--- config.mk ---
export PLATFORM = sky130hd
export DESIGN_NAME = bcx_core
export DESIGN_NICKNAME = d
export VERILOG_FILES = /design/src/pkg/bcx_pkg.sv /design/src/hw/bcx_alu.sv /design/src/hw/bcx_core.sv /design/src/hw/bcx_file_ram.sv
export SDC_FILE = /design/constraint.sdc
export NUM_CORES = 1
export LEC_CHECK = 0
export ABC_AREA = 1
export ABC_CLOCK_PERIOD_IN_PS = 9600
export BUFFER_PORTS_ARGS = -buffer_cell sky130_fd_sc_hd__buf_2
export CAP_MARGIN = 20
export CORE_MARGIN = 10
export CORE_UTILIZATION = 35
export DETAILED_ROUTE_END_ITERATION = 16
export GPL_ROUTABILITY_DRIVEN = 0
export HOLD_SLACK_MARGIN = 0.12
export PLACE_DENSITY = 0.6
export SLEW_MARGIN = 20
export SYNTH_ARGS = -nofsm -noshare
export SYNTH_HDL_FRONTEND = slang
export SYNTH_SLANG_ARGS = --single-unit
export TNS_END_PERCENT = 30
--- constraint.sdc ---
create_clock -name pclk -period 9.6 [get_ports pclk]
set_input_delay 0.96 -clock pclk [delete_from_list [all_inputs] [get_ports pclk]]
set_output_delay 0.96 -clock pclk [all_outputs]
set_load 0.02 [all_outputs]
--- src/pkg/bcx_pkg.sv ---
/*
 * Shared constants, types and reset values for the baseline core execute block.
 * Assumes a single APB clock domain and an 8-bit data path with 32 file addresses.
 */
package bcx_pkg;

	// ----------------------------------------------------------------
	// Clock and sizes
	// ----------------------------------------------------------------
	localparam int unsigned CLK_PERIOD_NS = 50;
	localparam int unsigned FILE_DEPTH    = 32;

	// ----------------------------------------------------------------
	// APB register offsets
	// ----------------------------------------------------------------
	localparam logic [7:0] OFS_INSTR  = 8'h00;
	localparam logic [7:0] OFS_ACC    = 8'h04;
	localparam logic [7:0] OFS_STATUS = 8'h08;
	localparam logic [7:0] OFS_PC     = 8'h0c;
	localparam logic [7:0] OFS_FADDR  = 8'h10;
	localparam logic [7:0] OFS_FDATA  = 8'h14;
	localparam logic [7:0] OFS_CTRL   = 8'h18;
	localparam logic [7:0] OFS_SKIP   = 8'h1c;

	// ----------------------------------------------------------------
	// Field positions
	// ----------------------------------------------------------------
	localparam int unsigned BIT_CARRY   = 0;
	localparam int unsigned BIT_DIGIT   = 1;
	localparam int unsigned BIT_ZERO    = 2;
	localparam int unsigned BIT_PSA_TMR = 0;
	localparam int unsigned BIT_PC_NINE = 8;

	// ----------------------------------------------------------------
	// Special file addresses
	// ----------------------------------------------------------------
	localparam logic [4:0] FA_TIMER  = 5'h01;
	localparam logic [4:0] FA_PCL    = 5'h02;
	localparam logic [4:0] FA_STATUS = 5'h03;
	localparam logic [4:0] FA_PORT1  = 5'h05;
	localparam logic [2:0] DIR_PORT1 = 3'h6;

	// ----------------------------------------------------------------
	// Opcode fields
	// ----------------------------------------------------------------
	localparam logic [5:0] OPC_ADD_FILE = 6'h07;
	localparam logic [5:0] OPC_AND_FILE = 6'h05;
	localparam logic [3:0] OPC_BIT_CLR  = 4'h4;
	localparam logic [3:0] OPC_BIT_SET  = 4'h5;
	localparam logic [3:0] OPC_TEST_CLR = 4'h6;
	localparam logic [3:0] OPC_TEST_SET = 4'h7;
	localparam logic [3:0] OPC_AND_LIT  = 4'he;
	localparam logic [2:0] OPC_BRANCH   = 3'h5;
	localparam logic [8:0] OPC_DIR_LOAD = 9'h000;

	// ----------------------------------------------------------------
	// Types
	// ----------------------------------------------------------------
	typedef enum logic [3:0] {
		OP_NONE, OP_ADD_FILE, OP_AND_FILE, OP_AND_LIT, OP_BIT_CLR,
		OP_BIT_SET, OP_TEST_CLR, OP_TEST_SET, OP_DIR_LOAD, OP_BRANCH
	} bcx_op_e;

	typedef enum logic [1:0] {ST_IDLE, ST_READ, ST_DONE} bcx_fsm_e;

	typedef struct packed {
		logic [7:0] res;
		logic       c;
		logic       dc;
		logic       z;
	} bcx_alu_s;

	typedef struct packed {
		logic [FILE_DEPTH-1:0][7:0] mem;
		logic [7:0]                 rdata;
	} bcx_ram_s;

	typedef struct packed {
		bcx_fsm_e    state;
		logic        pready;
		logic [31:0] prdata;
		logic        pslverr;
		logic [11:0] instr;
		logic [7:0]  acc;
		logic [2:0]  flags;
		logic [10:0] pc;
		logic [4:0]  faddr;
		logic        psa_tmr;
		logic        skip;
		logic [7:0]  port_out;
		logic [7:0]  port_oe;
		logic        presc_clr;
	} bcx_core_s;

	// ----------------------------------------------------------------
	// Reset values
	// ----------------------------------------------------------------
	localparam logic [10:0] RST_PC      = 11'h000;
	localparam logic [7:0]  RST_PORT_OE = 8'h00;
	localparam bcx_core_s   CORE_RST    = '{state: ST_IDLE, pc: RST_PC, port_oe: RST_PORT_OE, default: '0};

endpackage : bcx_pkg
--- src/hw/bcx_alu.sv ---
/*
 * Combinational 8-bit arithmetic and bit unit for the execute block.
 * Assumes the caller picks which of the returned flags it keeps.
 */
`timescale 1ns/1ns
module bcx_alu (
	input  bcx_pkg::bcx_op_e  op,
	input  wire logic [7:0]   acc,
	input  wire logic [7:0]   fval,
	input  wire logic [7:0]   lit,
	input  wire logic [2:0]   bsel,
	output bcx_pkg::bcx_alu_s res
);
	import bcx_pkg::*;

	logic [8:0] sum;
	logic [4:0] lo;
	logic [7:0] mask;

	// ----------------------------------------------------------------
	// Result and flags
	// ----------------------------------------------------------------
	always_comb
	begin
		sum    = {1'b0, acc} + {1'b0, fval};
		lo     = {1'b0, acc[3:0]} + {1'b0, fval[3:0]};
		mask   = 8'h01 << bsel;
		res.c  = sum[8];
		res.dc = lo[4];
		unique case (op)
			OP_ADD_FILE: res.res = sum[7:0];
			OP_AND_FILE: res.res = acc & fval;
			OP_AND_LIT:  res.res = acc & lit;
			OP_BIT_CLR:  res.res = fval & ~mask;
			OP_BIT_SET:  res.res = fval | mask;
			default:     res.res = fval;
		endcase
		res.z = (res.res == 8'h00);
	end

endmodule : bcx_alu

--- src/hw/bcx_core.sv ---
/*
 * Execute unit for a subset of a 12-bit baseline instruction set, driven over APB.
 * Software writes an instruction word to the instruction register and it executes.
 * Assumes one APB master, pins of the first I/O port synchronous to pclk.
 */
// Notes on behaviour
// - File writes to program counter low byte clear bit eight
// - Self-modifying port writes read the pins
// - Direction load six copies inverted accumulator to port output enables
// - Timer-target marked writes clear assigned prescaler
// - Add sets carry, digit carry, zero
// - Destination zero accumulator, one file register
// - Literal AND into accumulator, zero flag
// - File AND routed by destination bit
// - Bit clear keeps flags unchanged
// - Bit set keeps flags unchanged
// - Skip-when-clear discards next instruction
// - Skip-when-set discards next; flags untouched
`timescale 1ns/1ns
module bcx_core (
	input  wire logic        pclk,
	input  wire logic        presetn,
	input  wire logic        psel,
	input  wire logic        penable,
	input  wire logic        pwrite,
	input  wire logic [7:0]  paddr,
	input  wire logic [31:0] pwdata,
	output logic             pready,
	output logic      [31:0] prdata,
	output logic             pslverr,
	input  wire logic [7:0]  port_in,
	output logic      [7:0]  port_out,
	output logic      [7:0]  port_oe,
	output logic             presc_clr
);
	import bcx_pkg::*;

	bcx_core_s st_ff;
	bcx_core_s nxt_st;
	bcx_alu_s  alu;
	bcx_op_e   ex_op;
	logic [11:0] ex_instr;
	logic [4:0]  ex_f;
	logic        ex_d;
	logic [2:0]  ex_b;
	logic [7:0]  ex_k;
	logic        ex_to_file;
	logic        is_instr_wr;
	logic        exec;
	logic        access;
	logic        hit;
	logic [4:0]  rd_f;
	logic [7:0]  ram_rdata;
	logic [7:0]  fval;
	logic        wr_en;
	logic [4:0]  wr_addr;
	logic [7:0]  wr_data;
	logic        ram_we;
	logic        take_skip;

	// ----------------------------------------------------------------
	// Decode
	// ----------------------------------------------------------------
	function automatic bcx_op_e decode(input logic [11:0] i);
		if (i[11:6] == OPC_ADD_FILE)
			return OP_ADD_FILE;
		if (i[11:6] == OPC_AND_FILE)
			return OP_AND_FILE;
		if (i[11:8] == OPC_BIT_CLR)
			return OP_BIT_CLR;
		if (i[11:8] == OPC_BIT_SET)
			return OP_BIT_SET;
		if (i[11:8] == OPC_TEST_CLR)
			return OP_TEST_CLR;
		if (i[11:8] == OPC_TEST_SET)
			return OP_TEST_SET;
		if (i[11:8] == OPC_AND_LIT)
			return OP_AND_LIT;
		if (i[11:9] == OPC_BRANCH)
			return OP_BRANCH;
		if (i[11:3] == OPC_DIR_LOAD)
			return OP_DIR_LOAD;
		return OP_NONE;
	endfunction : decode

	assign access      = psel && penable;
	assign is_instr_wr = pwrite && (paddr == OFS_INSTR);
	assign exec        = access && is_instr_wr && (st_ff.state == ST_READ);
	assign ex_instr    = pwdata[11:0];
	assign ex_op       = st_ff.skip ? OP_NONE : decode(ex_instr);
	assign ex_f        = ex_instr[4:0];
	assign ex_d        = ex_instr[5];
	assign ex_b        = ex_instr[7:5];
	assign ex_k        = ex_instr[7:0];
	assign ex_to_file  = (ex_op inside {OP_BIT_CLR, OP_BIT_SET})
	                  || ((ex_op inside {OP_ADD_FILE, OP_AND_FILE}) && ex_d);
	assign hit         = (paddr[1:0] == 2'b00) && (paddr <= OFS_SKIP);
	assign rd_f        = is_instr_wr ? ex_f : st_ff.faddr;

	// ----------------------------------------------------------------
	// File view: special addresses over the RAM
	// ----------------------------------------------------------------
	always_comb
	begin
		unique case (rd_f)
			FA_PCL:    fval = st_ff.pc[7:0];
			FA_STATUS: fval = {5'h00, st_ff.flags};
			FA_PORT1:  fval = port_in;
			default:   fval = ram_rdata;
		endcase
	end

	bcx_file_ram u_ram (
		.pclk    (pclk),
		.presetn (presetn),
		.raddr   (rd_f),
		.we      (ram_we),
		.waddr   (wr_addr),
		.wdata   (wr_data),
		.rdata   (ram_rdata)
	);

	bcx_alu u_alu (
		.op   (ex_op),
		.acc  (st_ff.acc),
		.fval (fval),
		.lit  (ex_k),
		.bsel (ex_b),
		.res  (alu)
	);

	assign take_skip = exec && (((ex_op == OP_TEST_CLR) && !fval[ex_b])
	                 || ((ex_op == OP_TEST_SET) && fval[ex_b]));

	// ----------------------------------------------------------------
	// File write port
	// ----------------------------------------------------------------
	always_comb
	begin
		wr_en   = 1'b0;
		wr_addr = st_ff.faddr;
		wr_data = pwdata[7:0];
		if (access && (st_ff.state == ST_READ) && pwrite)
		begin
			if (is_instr_wr)
			begin
				wr_en   = ex_to_file;
				wr_addr = ex_f;
				wr_data = alu.res;
			end
			else
			begin
				wr_en = (paddr == OFS_FDATA);
			end
		end
	end

	assign ram_we = wr_en && !(wr_addr inside {FA_PCL, FA_STATUS, FA_PORT1});

	// ----------------------------------------------------------------
	// Control and execute
	// ----------------------------------------------------------------
	always_comb
	begin
		nxt_st           = st_ff;
		nxt_st.presc_clr = 1'b0;
		unique case (st_ff.state)
			ST_IDLE:
			begin
				nxt_st.pready = 1'b0;
				if (access)
				begin
					nxt_st.state = ST_READ;
				end
			end
			ST_READ:
			begin
				nxt_st.state   = ST_DONE;
				nxt_st.pready  = 1'b1;
				nxt_st.pslverr = !hit;
				nxt_st.prdata  = 32'h0000_0000;
				if (wr_en)
				begin
					unique case (wr_addr)
						FA_PCL:    nxt_st.pc = {st_ff.pc[10:9], 1'b0, wr_data};
						FA_STATUS: nxt_st.flags = wr_data[2:0];
						FA_PORT1:  nxt_st.port_out = wr_data;
						default:   nxt_st.port_out = st_ff.port_out;
					endcase
				end
				if (exec)
				begin
					nxt_st.instr = ex_instr;
					nxt_st.skip  = take_skip;
					if (!(wr_en && (wr_addr == FA_PCL)))
					begin
						nxt_st.pc = st_ff.pc + 11'h001;
					end
					if ((ex_op inside {OP_ADD_FILE, OP_AND_FILE}) && !ex_d)
					begin
						nxt_st.acc = alu.res;
					end
					if (ex_op == OP_AND_LIT)
					begin
						nxt_st.acc = alu.res;
					end
					if (ex_op inside {OP_ADD_FILE, OP_AND_FILE, OP_AND_LIT})
					begin
						nxt_st.flags[BIT_ZERO] = alu.z;
					end
					if (ex_op == OP_ADD_FILE)
					begin
						nxt_st.flags[BIT_CARRY] = alu.c;
						nxt_st.flags[BIT_DIGIT] = alu.dc;
					end
					if ((ex_op == OP_DIR_LOAD) && (ex_instr[2:0] == DIR_PORT1))
					begin
						nxt_st.port_oe = ~st_ff.acc;
					end
					if (ex_op == OP_BRANCH)
					begin
						nxt_st.pc = {st_ff.pc[10:9], ex_instr[8:0]};
					end
					nxt_st.presc_clr = ex_to_file && (ex_f == FA_TIMER) && st_ff.psa_tmr;
				end
				else if (pwrite)
				begin
					unique case (paddr)
						OFS_ACC:    nxt_st.acc = pwdata[7:0];
						OFS_STATUS: nxt_st.flags = pwdata[2:0];
						OFS_PC:     nxt_st.pc = pwdata[10:0];
						OFS_FADDR:  nxt_st.faddr = pwdata[4:0];
						OFS_CTRL:   nxt_st.psa_tmr = pwdata[BIT_PSA_TMR];
						default:    nxt_st.skip = st_ff.skip;
					endcase
				end
				else
				begin
					unique case (paddr)
						OFS_INSTR:  nxt_st.prdata = {20'h00000, st_ff.instr};
						OFS_ACC:    nxt_st.prdata = {24'h000000, st_ff.acc};
						OFS_STATUS: nxt_st.prdata = {29'h00000000, st_ff.flags};
						OFS_PC:     nxt_st.prdata = {21'h000000, st_ff.pc};
						OFS_FADDR:  nxt_st.prdata = {27'h0000000, st_ff.faddr};
						OFS_FDATA:  nxt_st.prdata = {24'h000000, fval};
						OFS_CTRL:   nxt_st.prdata = {31'h00000000, st_ff.psa_tmr};
						OFS_SKIP:   nxt_st.prdata = {31'h00000000, st_ff.skip};
						default:    nxt_st.prdata = 32'h0000_0000;
					endcase
				end
			end
			ST_DONE:
			begin
				nxt_st.state  = ST_IDLE;
				nxt_st.pready = 1'b0;
			end
			default:
			begin
				nxt_st.state = ST_IDLE;
			end
		endcase
	end

	always_ff @(posedge pclk or negedge presetn)
	begin
		if (!presetn)
		begin
			st_ff <= CORE_RST;
		end
		else
		begin
			st_ff <= nxt_st;
		end
	end

	assign pready    = st_ff.pready;
	assign prdata    = st_ff.prdata;
	assign pslverr   = st_ff.pslverr;
	assign port_out  = st_ff.port_out;
	assign port_oe   = st_ff.port_oe;
	assign presc_clr = st_ff.presc_clr;

	// ----------------------------------------------------------------
	// Checks
	// ----------------------------------------------------------------
	logic [8:0] chk_sum;
	logic [7:0] chk_mask;
	logic [4:0] chk_lo;
	assign chk_sum  = {1'b0, st_ff.acc} + {1'b0, fval};
	assign chk_lo   = {1'b0, st_ff.acc[3:0]} + {1'b0, fval[3:0]};
	assign chk_mask = 8'h01 << ex_b;
endmodule : bcx_core

--- src/hw/bcx_file_ram.sv ---
/*
 * File register storage, 32 bytes, one write port and one registered read port.
 * Assumes read and write addresses are stable around the rising edge of pclk.
 */
`timescale 1ns/1ns
module bcx_file_ram (
	input  wire logic        pclk,
	input  wire logic        presetn,
	input  wire logic [4:0]  raddr,
	input  wire logic        we,
	input  wire logic [4:0]  waddr,
	input  wire logic [7:0]  wdata,
	output logic      [7:0]  rdata
);
	import bcx_pkg::*;

	bcx_ram_s st_ff;
	bcx_ram_s nxt_st;

	// ----------------------------------------------------------------
	// Storage
	// ----------------------------------------------------------------
	always_comb
	begin
		nxt_st       = st_ff;
		nxt_st.rdata = st_ff.mem[raddr];
		if (we)
		begin
			nxt_st.mem[waddr] = wdata;
		end
	end

	always_ff @(posedge pclk or negedge presetn)
	begin
		if (!presetn)
		begin
			st_ff <= '0;
		end
		else
		begin
			st_ff <= nxt_st;
		end
	end

	assign rdata = st_ff.rdata;

endmodule : bcx_file_ram

* Word-level counts from Yosys, hierarchy flattened *
Index checks and enable logic that the tools add are counted.

storage, ports and cells
  output and inout bits = 51
  bits in registers = 358
  word-level logic and storage cells = 256
  input port bits = 53

operators by class
  multiplexer cells = 111
  $lt $le $gt $ge = 5
  shifts and indexed selects = 1
  add/sub/neg operators = 3
  reduce and logical (&&, ||, !) cells = 44
  bitwise gates (word level) = 7
  eq/ne operators = 37

operator list
  kind                                                 number
  bitwise mux 256 bit                                  1
  two-way mux 4 bit                                    26
  one-hot mux 12 bit (8 select lines)                  1
  two-way mux 32 bit                                   2
  two-way mux 8 bit                                    7
  two-way mux 1 bit                                    53
  binary-select mux 8 bit (select 5 bit)               1
  demux 8 bit (select 5 bit)                           1
  one-hot mux 8 bit (5 select lines)                   1
  two-way mux 11 bit                                   3
  equality test 4 x 3 -> 1 bit, second input constant  8
  equality test 8 x 5 -> 1 bit, second input constant  4
  two-way mux 29 bit                                   1
  bitwise AND 8 bit                                    3
  one-hot mux 8 bit (3 select lines)                   1
  two-way mux 22 bit                                   1
  equality test 5 x 2 -> 1 bit, second input constant  4
  logical AND 1 bit                                    18
  equality test 8 x 4 -> 1 bit, second input constant  2
  zero test 8 bit                                      2
  inverter 8 bit                                       2
  two-way mux 5 bit                                    3
  two-way mux 14 bit                                   1
  equality test 4 bit, second input constant           3
  other kinds (37)                                     59

* Logic depth before layout (Yosys ltp) *
  depth after elaboration = 58
  mapped depth = 37
  mapped depth without buffers = 36

* Modules after synthesis *
Synthesis repeated with hierarchy kept, for this count alone.

unflattened totals
  cell total of the unflattened synthesis = 2,518
  area, all modules = 18,474.0 um^2

by module, submodules not included
  module        times used  sequential area each (um^2)  cells an instance  area each (um^2)
  bcx_file_ram  1           6,606.3                      1,510              11,982.7
  bcx_core      1           1,851.8                      789                5,439.0
  bcx_alu       1           0.0                          219                1,052.3

* Worst setup path after synthesis *
OpenSTA, ideal clock, no wires.

  kind = input to register
  start point = input paddr[7]
  end point = register u_ram.st_ff[118] (netlist name)
  setup slack = 5.319 ns
  data required time = 9.474 ns
  path buffers = 2
  library setup time = 0.126 ns
  stages on the path = 31
  arrival = 4.155 ns
  path through = nor2_2 -> nand2_1 -> nor2_4 -> nand2_1 -> buf_2 -> nand2_1 -> nand2_4 -> nor2_4 -> nand2_2 -> nand2_2 -> or2_1 -> nand2_1 -> inv_1 -> ha_1 -> inv_1 -> fa_1 -> nor2_1 -> o21ai_0 -> nand2_1 -> nand2_1 -> nand2_1 -> a21oi_1 -> nor2_1 -> nor2_1 -> a21oi_1 -> nand2_1 -> nand2_1 -> nand2_1 -> inv_1 -> clkbuf_2 -> o21ai_1

on the way
  longest elaborated chain between the ends = 10
  elaborated cells on any way between the ends = 30
  classes of those cells = add/sub (1); order compare (2); eq/ne (7); mux (11); bitwise (3); reduce/logical (6)

RTL lines
  what                                                                                 line                             RTL
  start: declaration                                                                   bcx_core.sv:26                   input wire logic [7:0] paddr,
  zero test 8 bit                                                                      bcx_core.sv:87                   assign is_instr_wr = pwrite && (paddr == OFS_INSTR);
  logical AND 1 bit                                                                    bcx_core.sv:87
  two-way mux 5 bit                                                                    bcx_core.sv:98, bcx_core.sv:145
  equality test 5 x 3 -> 1 bit / equality test 5 x 2 -> 1 bit (equally long branches)  bcx_core.sv:105                  unique case (rd_f)
  one-hot mux 8 bit (3 select lines)                                                   bcx_core.sv:105
  adder 8 x 8 -> 9 bit, or another cell as far along                                   -
  one-hot mux 8 bit (5 select lines)                                                   bcx_alu.sv:30                    unique case (op)
  two-way mux 8 bit                                                                    bcx_core.sv:145                  if (is_instr_wr)
  two-way mux 8 bit                                                                    bcx_core.sv:143                  if (access && (st_ff.state == ST_READ) && pwrite)
  bitwise mux 256 bit                                                                  bcx_file_ram.sv:29               nxt_st.mem[waddr] = wdata;
  end signal: assignment                                                               bcx_file_ram.sv:41               st_ff <= nxt_st;
  end: declaration                                                                     bcx_file_ram.sv:17               bcx_ram_s st_ff;

Several ways; a longest one is shown, not always the timed one.
A chain may end at the register's enable or synchronous reset.

* Final worst setup path *
  start point = input paddr[1]
  end point = register u_ram.st_ff[141] (netlist name)

Same word-level chain as after synthesis.

==> metrics.yaml <==
layout:
  fill_cells: 5186
  area_growth_pct: 8.43
  diodes: 0
  final_util: 0.385
  drive_gt1_frac: 0.124
  nNetsFinal: 2246
  seqCellArea_sq_mm: 0.00846
  multi_input_area_sq_mm: 0.00757
floorplan:
  dieHeight_um: 246
  num_rows: 82
  start_util: 0.355
  die_width_um: 246
  num_io_pins: 104
  core_area_sq_mm: 0.0503
  die_area_sq_mm: 0.0604
timing:
  setup_viol: 0
  rsz0062_at_grt: "no"
  drv_slew: 0
  post-route-period-util: 0.643
  fmaxAchievable_ghz: 0.162
  tns_ns: 0
  hold_violations: 0
  period_minus_slack_ns: 6.18
  tightest_slew_ns: 0.967
  skew_ns: 0.0137
  max_slew_margin: 0.355
yosys:
  avgSynthCellArea_sq_um: 8.01
  synth_cell_types: 53
  ys.flop_type: "dfrtp_1"
  synth_top_area_share: 0.474
  syn-instance-count: 2228
  synth_edf_count: 0
  async_flop_share: 1.00
  yosys-top-cells-count: "nand2_1 (592), dfrtp_1 (338), o21ai_0 (247)"
  ys_ff_latch: 338
  yosys.area.top_type: "dfrtp_1"
  synth.most_common_cell: "nand2_1"
  ys_seq_area_frac: 0.474
  syn_area_sq_mm: 0.0178
  yosys_warnings: 0
  synth.area.top_cells: "dfrtp_1 (47%), nand2_1 (12%), o21ai_0 (6.9%)"
power:
  p_per_area_mw_per_mm2: 163
  p_leak_uw: 0.00909
  vdd_drop_max_v: 0.000102
grt:
  antenna_found_initial: 0
  grt_max_degree: 163
  grt_use_total: 0.175
  grt_pass1_wl_um: 84500
  grt_pass1_vias: 14900
  grt_remaining_overflow: 0
cts:
  post_cts_buffers: 0
  cts_max_level: 2
  postCtsHoldBufs: 0
  cts_root_buffer: "clkbuf_16"
  numCtsBuffers: 36
  clkTransAtPathRegs_ns: 0.06
  clock_path_buffers: 3
  cts_tree: "yes"
  clk_latency_ns: 0.54
  cts_resized: 0
  cts.sinks: 338
route:
  drtAntennaViolNets: 0
  drtIter0Drc: 1535
  drcViolationCount: 0
  dr.pass1.iters: 5
  vias: 15400
  vias_per_cell: 5.34
  wl_per_cell_um: 18.6
  wl_um: 53600
critical_path:
  start_kind: "primary input"
  critPathMaxFanout: 65
  critPathArrivalTime_ns: 6.58
  reg2reg_depth: 29
  crit_type: "in -> reg"
  required_ns: 10.01
  endpoint_kind: "flip-flop"
  r2r_slack_ns: 4.45
hold_path:
  hold_depth: 0
  hp-class: "reg -> reg"
placed_design:
  dpl.hpwl_um: 35600
  portBuffers: 63
outcome:
  status: "completed"
flow_run:
  max-cap-violations: 0
==> power by group <==
| part | switching, uW | total (uW) | internal, uW | leakage [uW] |
|---|---|---|---|---|
| Clock | 599 | 1410 | 812 | 0.000584 |
| Combinational | 204 | 285 | 80.5 | 0.00412 |
| Sequential | 23.3 | 1470 | 1440 | 0.00439 |
| Total | 827 | 3160 | 2340 | 0.00909 |
==> metal layers <==
metal	GRT usage	up-vias	part of all wire
li1	-	7190	-
met4	0.0722	0	0.039
met1	0.230	7417	0.43
met2	0.280	646	0.45
met5	0	-	0
met3	0.0298	127	0.077
==> stage by stage <==
step | hold slack [ns] | worst slack (ns) | std cells | total power, uW | instance area [sq um]
final | 0.374 | 3.42 | 2881 | 3160 | 19300
after global routing | 0.385 | 2.98 | 2881 | 3290 | 19300
after CTS | 0.374 | 3.54 | 2881 | 3190 | 19300
after detailed placement | 0.360 | 2.98 | 2817 | 1770 | 18200
after global placement | 0.360 | 2.71 | 2816 | 1770 | 18200
after floorplan | 0.424 | 5.32 | 2247 | 1670 | 17900
==> critical path: stages <==
cell and delay [ns]:
buf_2 0.10, nor2_2 0.14, nand2_1 0.12, nor2_4 0.37
nand2_1 0.37, o21ai_4 0.22, buf_4 0.62, nor2_2 0.20
nand2_1 0.20, o21ai_1 0.10, nor2_1 0.42, inv_1 0.10
ha_1 0.29, nand3_1 0.08, nand2_1 0.10, nand2_1 0.09
nand2_1 0.05, a21oi_1 0.15, xor2_1 0.16, nor2_1 0.06
nor2_1 0.12, nand2_1 0.08, nand2_1 0.12, o21ai_1 0.16
inv_1 0.76, buf_4 0.30, o21ai_0 0.09
==> cells in the final DEF, fill, tap and decap left out, types with 38 or more instances in the layout <==
cell type,instances
o21ai_0,246
nand3_1,60
o21ai_1,100
dfrtp_1,338
buf_2,62
nor2_1,138
o21ai_2,42
inv_1,169
a21oi_1,65
a22oi_1,38
nand2_1,592
==> worst paths after layout <==
kind                            startpoint                to
max                               paddr[1]  u_ram.st_ff[141]
min                        u_ram.st_ff[53]   u_ram.st_ff[53]
max reg2reg                      st_ff[21]  u_ram.st_ff[118]
min reg2reg                u_ram.st_ff[53]   u_ram.st_ff[53]
max in group asynchronous          presetn   u_ram.st_ff[82]
min in group asynchronous          presetn         st_ff[17]
==> cell type report <==
| class | instances | area share |
|---|---|---|
| clock buffer | 50 | 0.0534 |
| clock inverter | 14 | 0.00750 |
| inverter | 213 | 0.0421 |
| multi-input combinational | 1512 | 0.391 |
| sequential | 338 | 0.437 |
| tap | 672 | 0.0435 |
| timing repair buffer | 82 | 0.0252 |
==> cell families (layout without fill, tap and decap cells) <==
family / count (synthesis) / after routing / synth area share
adders and majority gates: 10 / 10 / 0.00743
other: 1 / 20 / 0.000210
buffers and inverters: 397 / 359 / 0.107
AOI/OAI and AO/OA: 597 / 597 / 0.198
DFF: 338 / 338 / 0.474
xor gates and xnor gates: 10 / 10 / 0.00491
and+or+nand+nor: 875 / 875 / 0.209
==> flip-flops by register name, summed over array words and instances (netlist names) <==
| signal | flops |
|---|---|
| presc_clr | 1 |
| port_oe | 8 |
| u_ram.rdata | 8 |
| port_out | 8 |
| u_ram.st_ff | 256 |
| pslverr | 1 |
| st_ff | 43 |
| pready | 1 |
| prdata | 12 |
(Power assumes the default switching activity.)
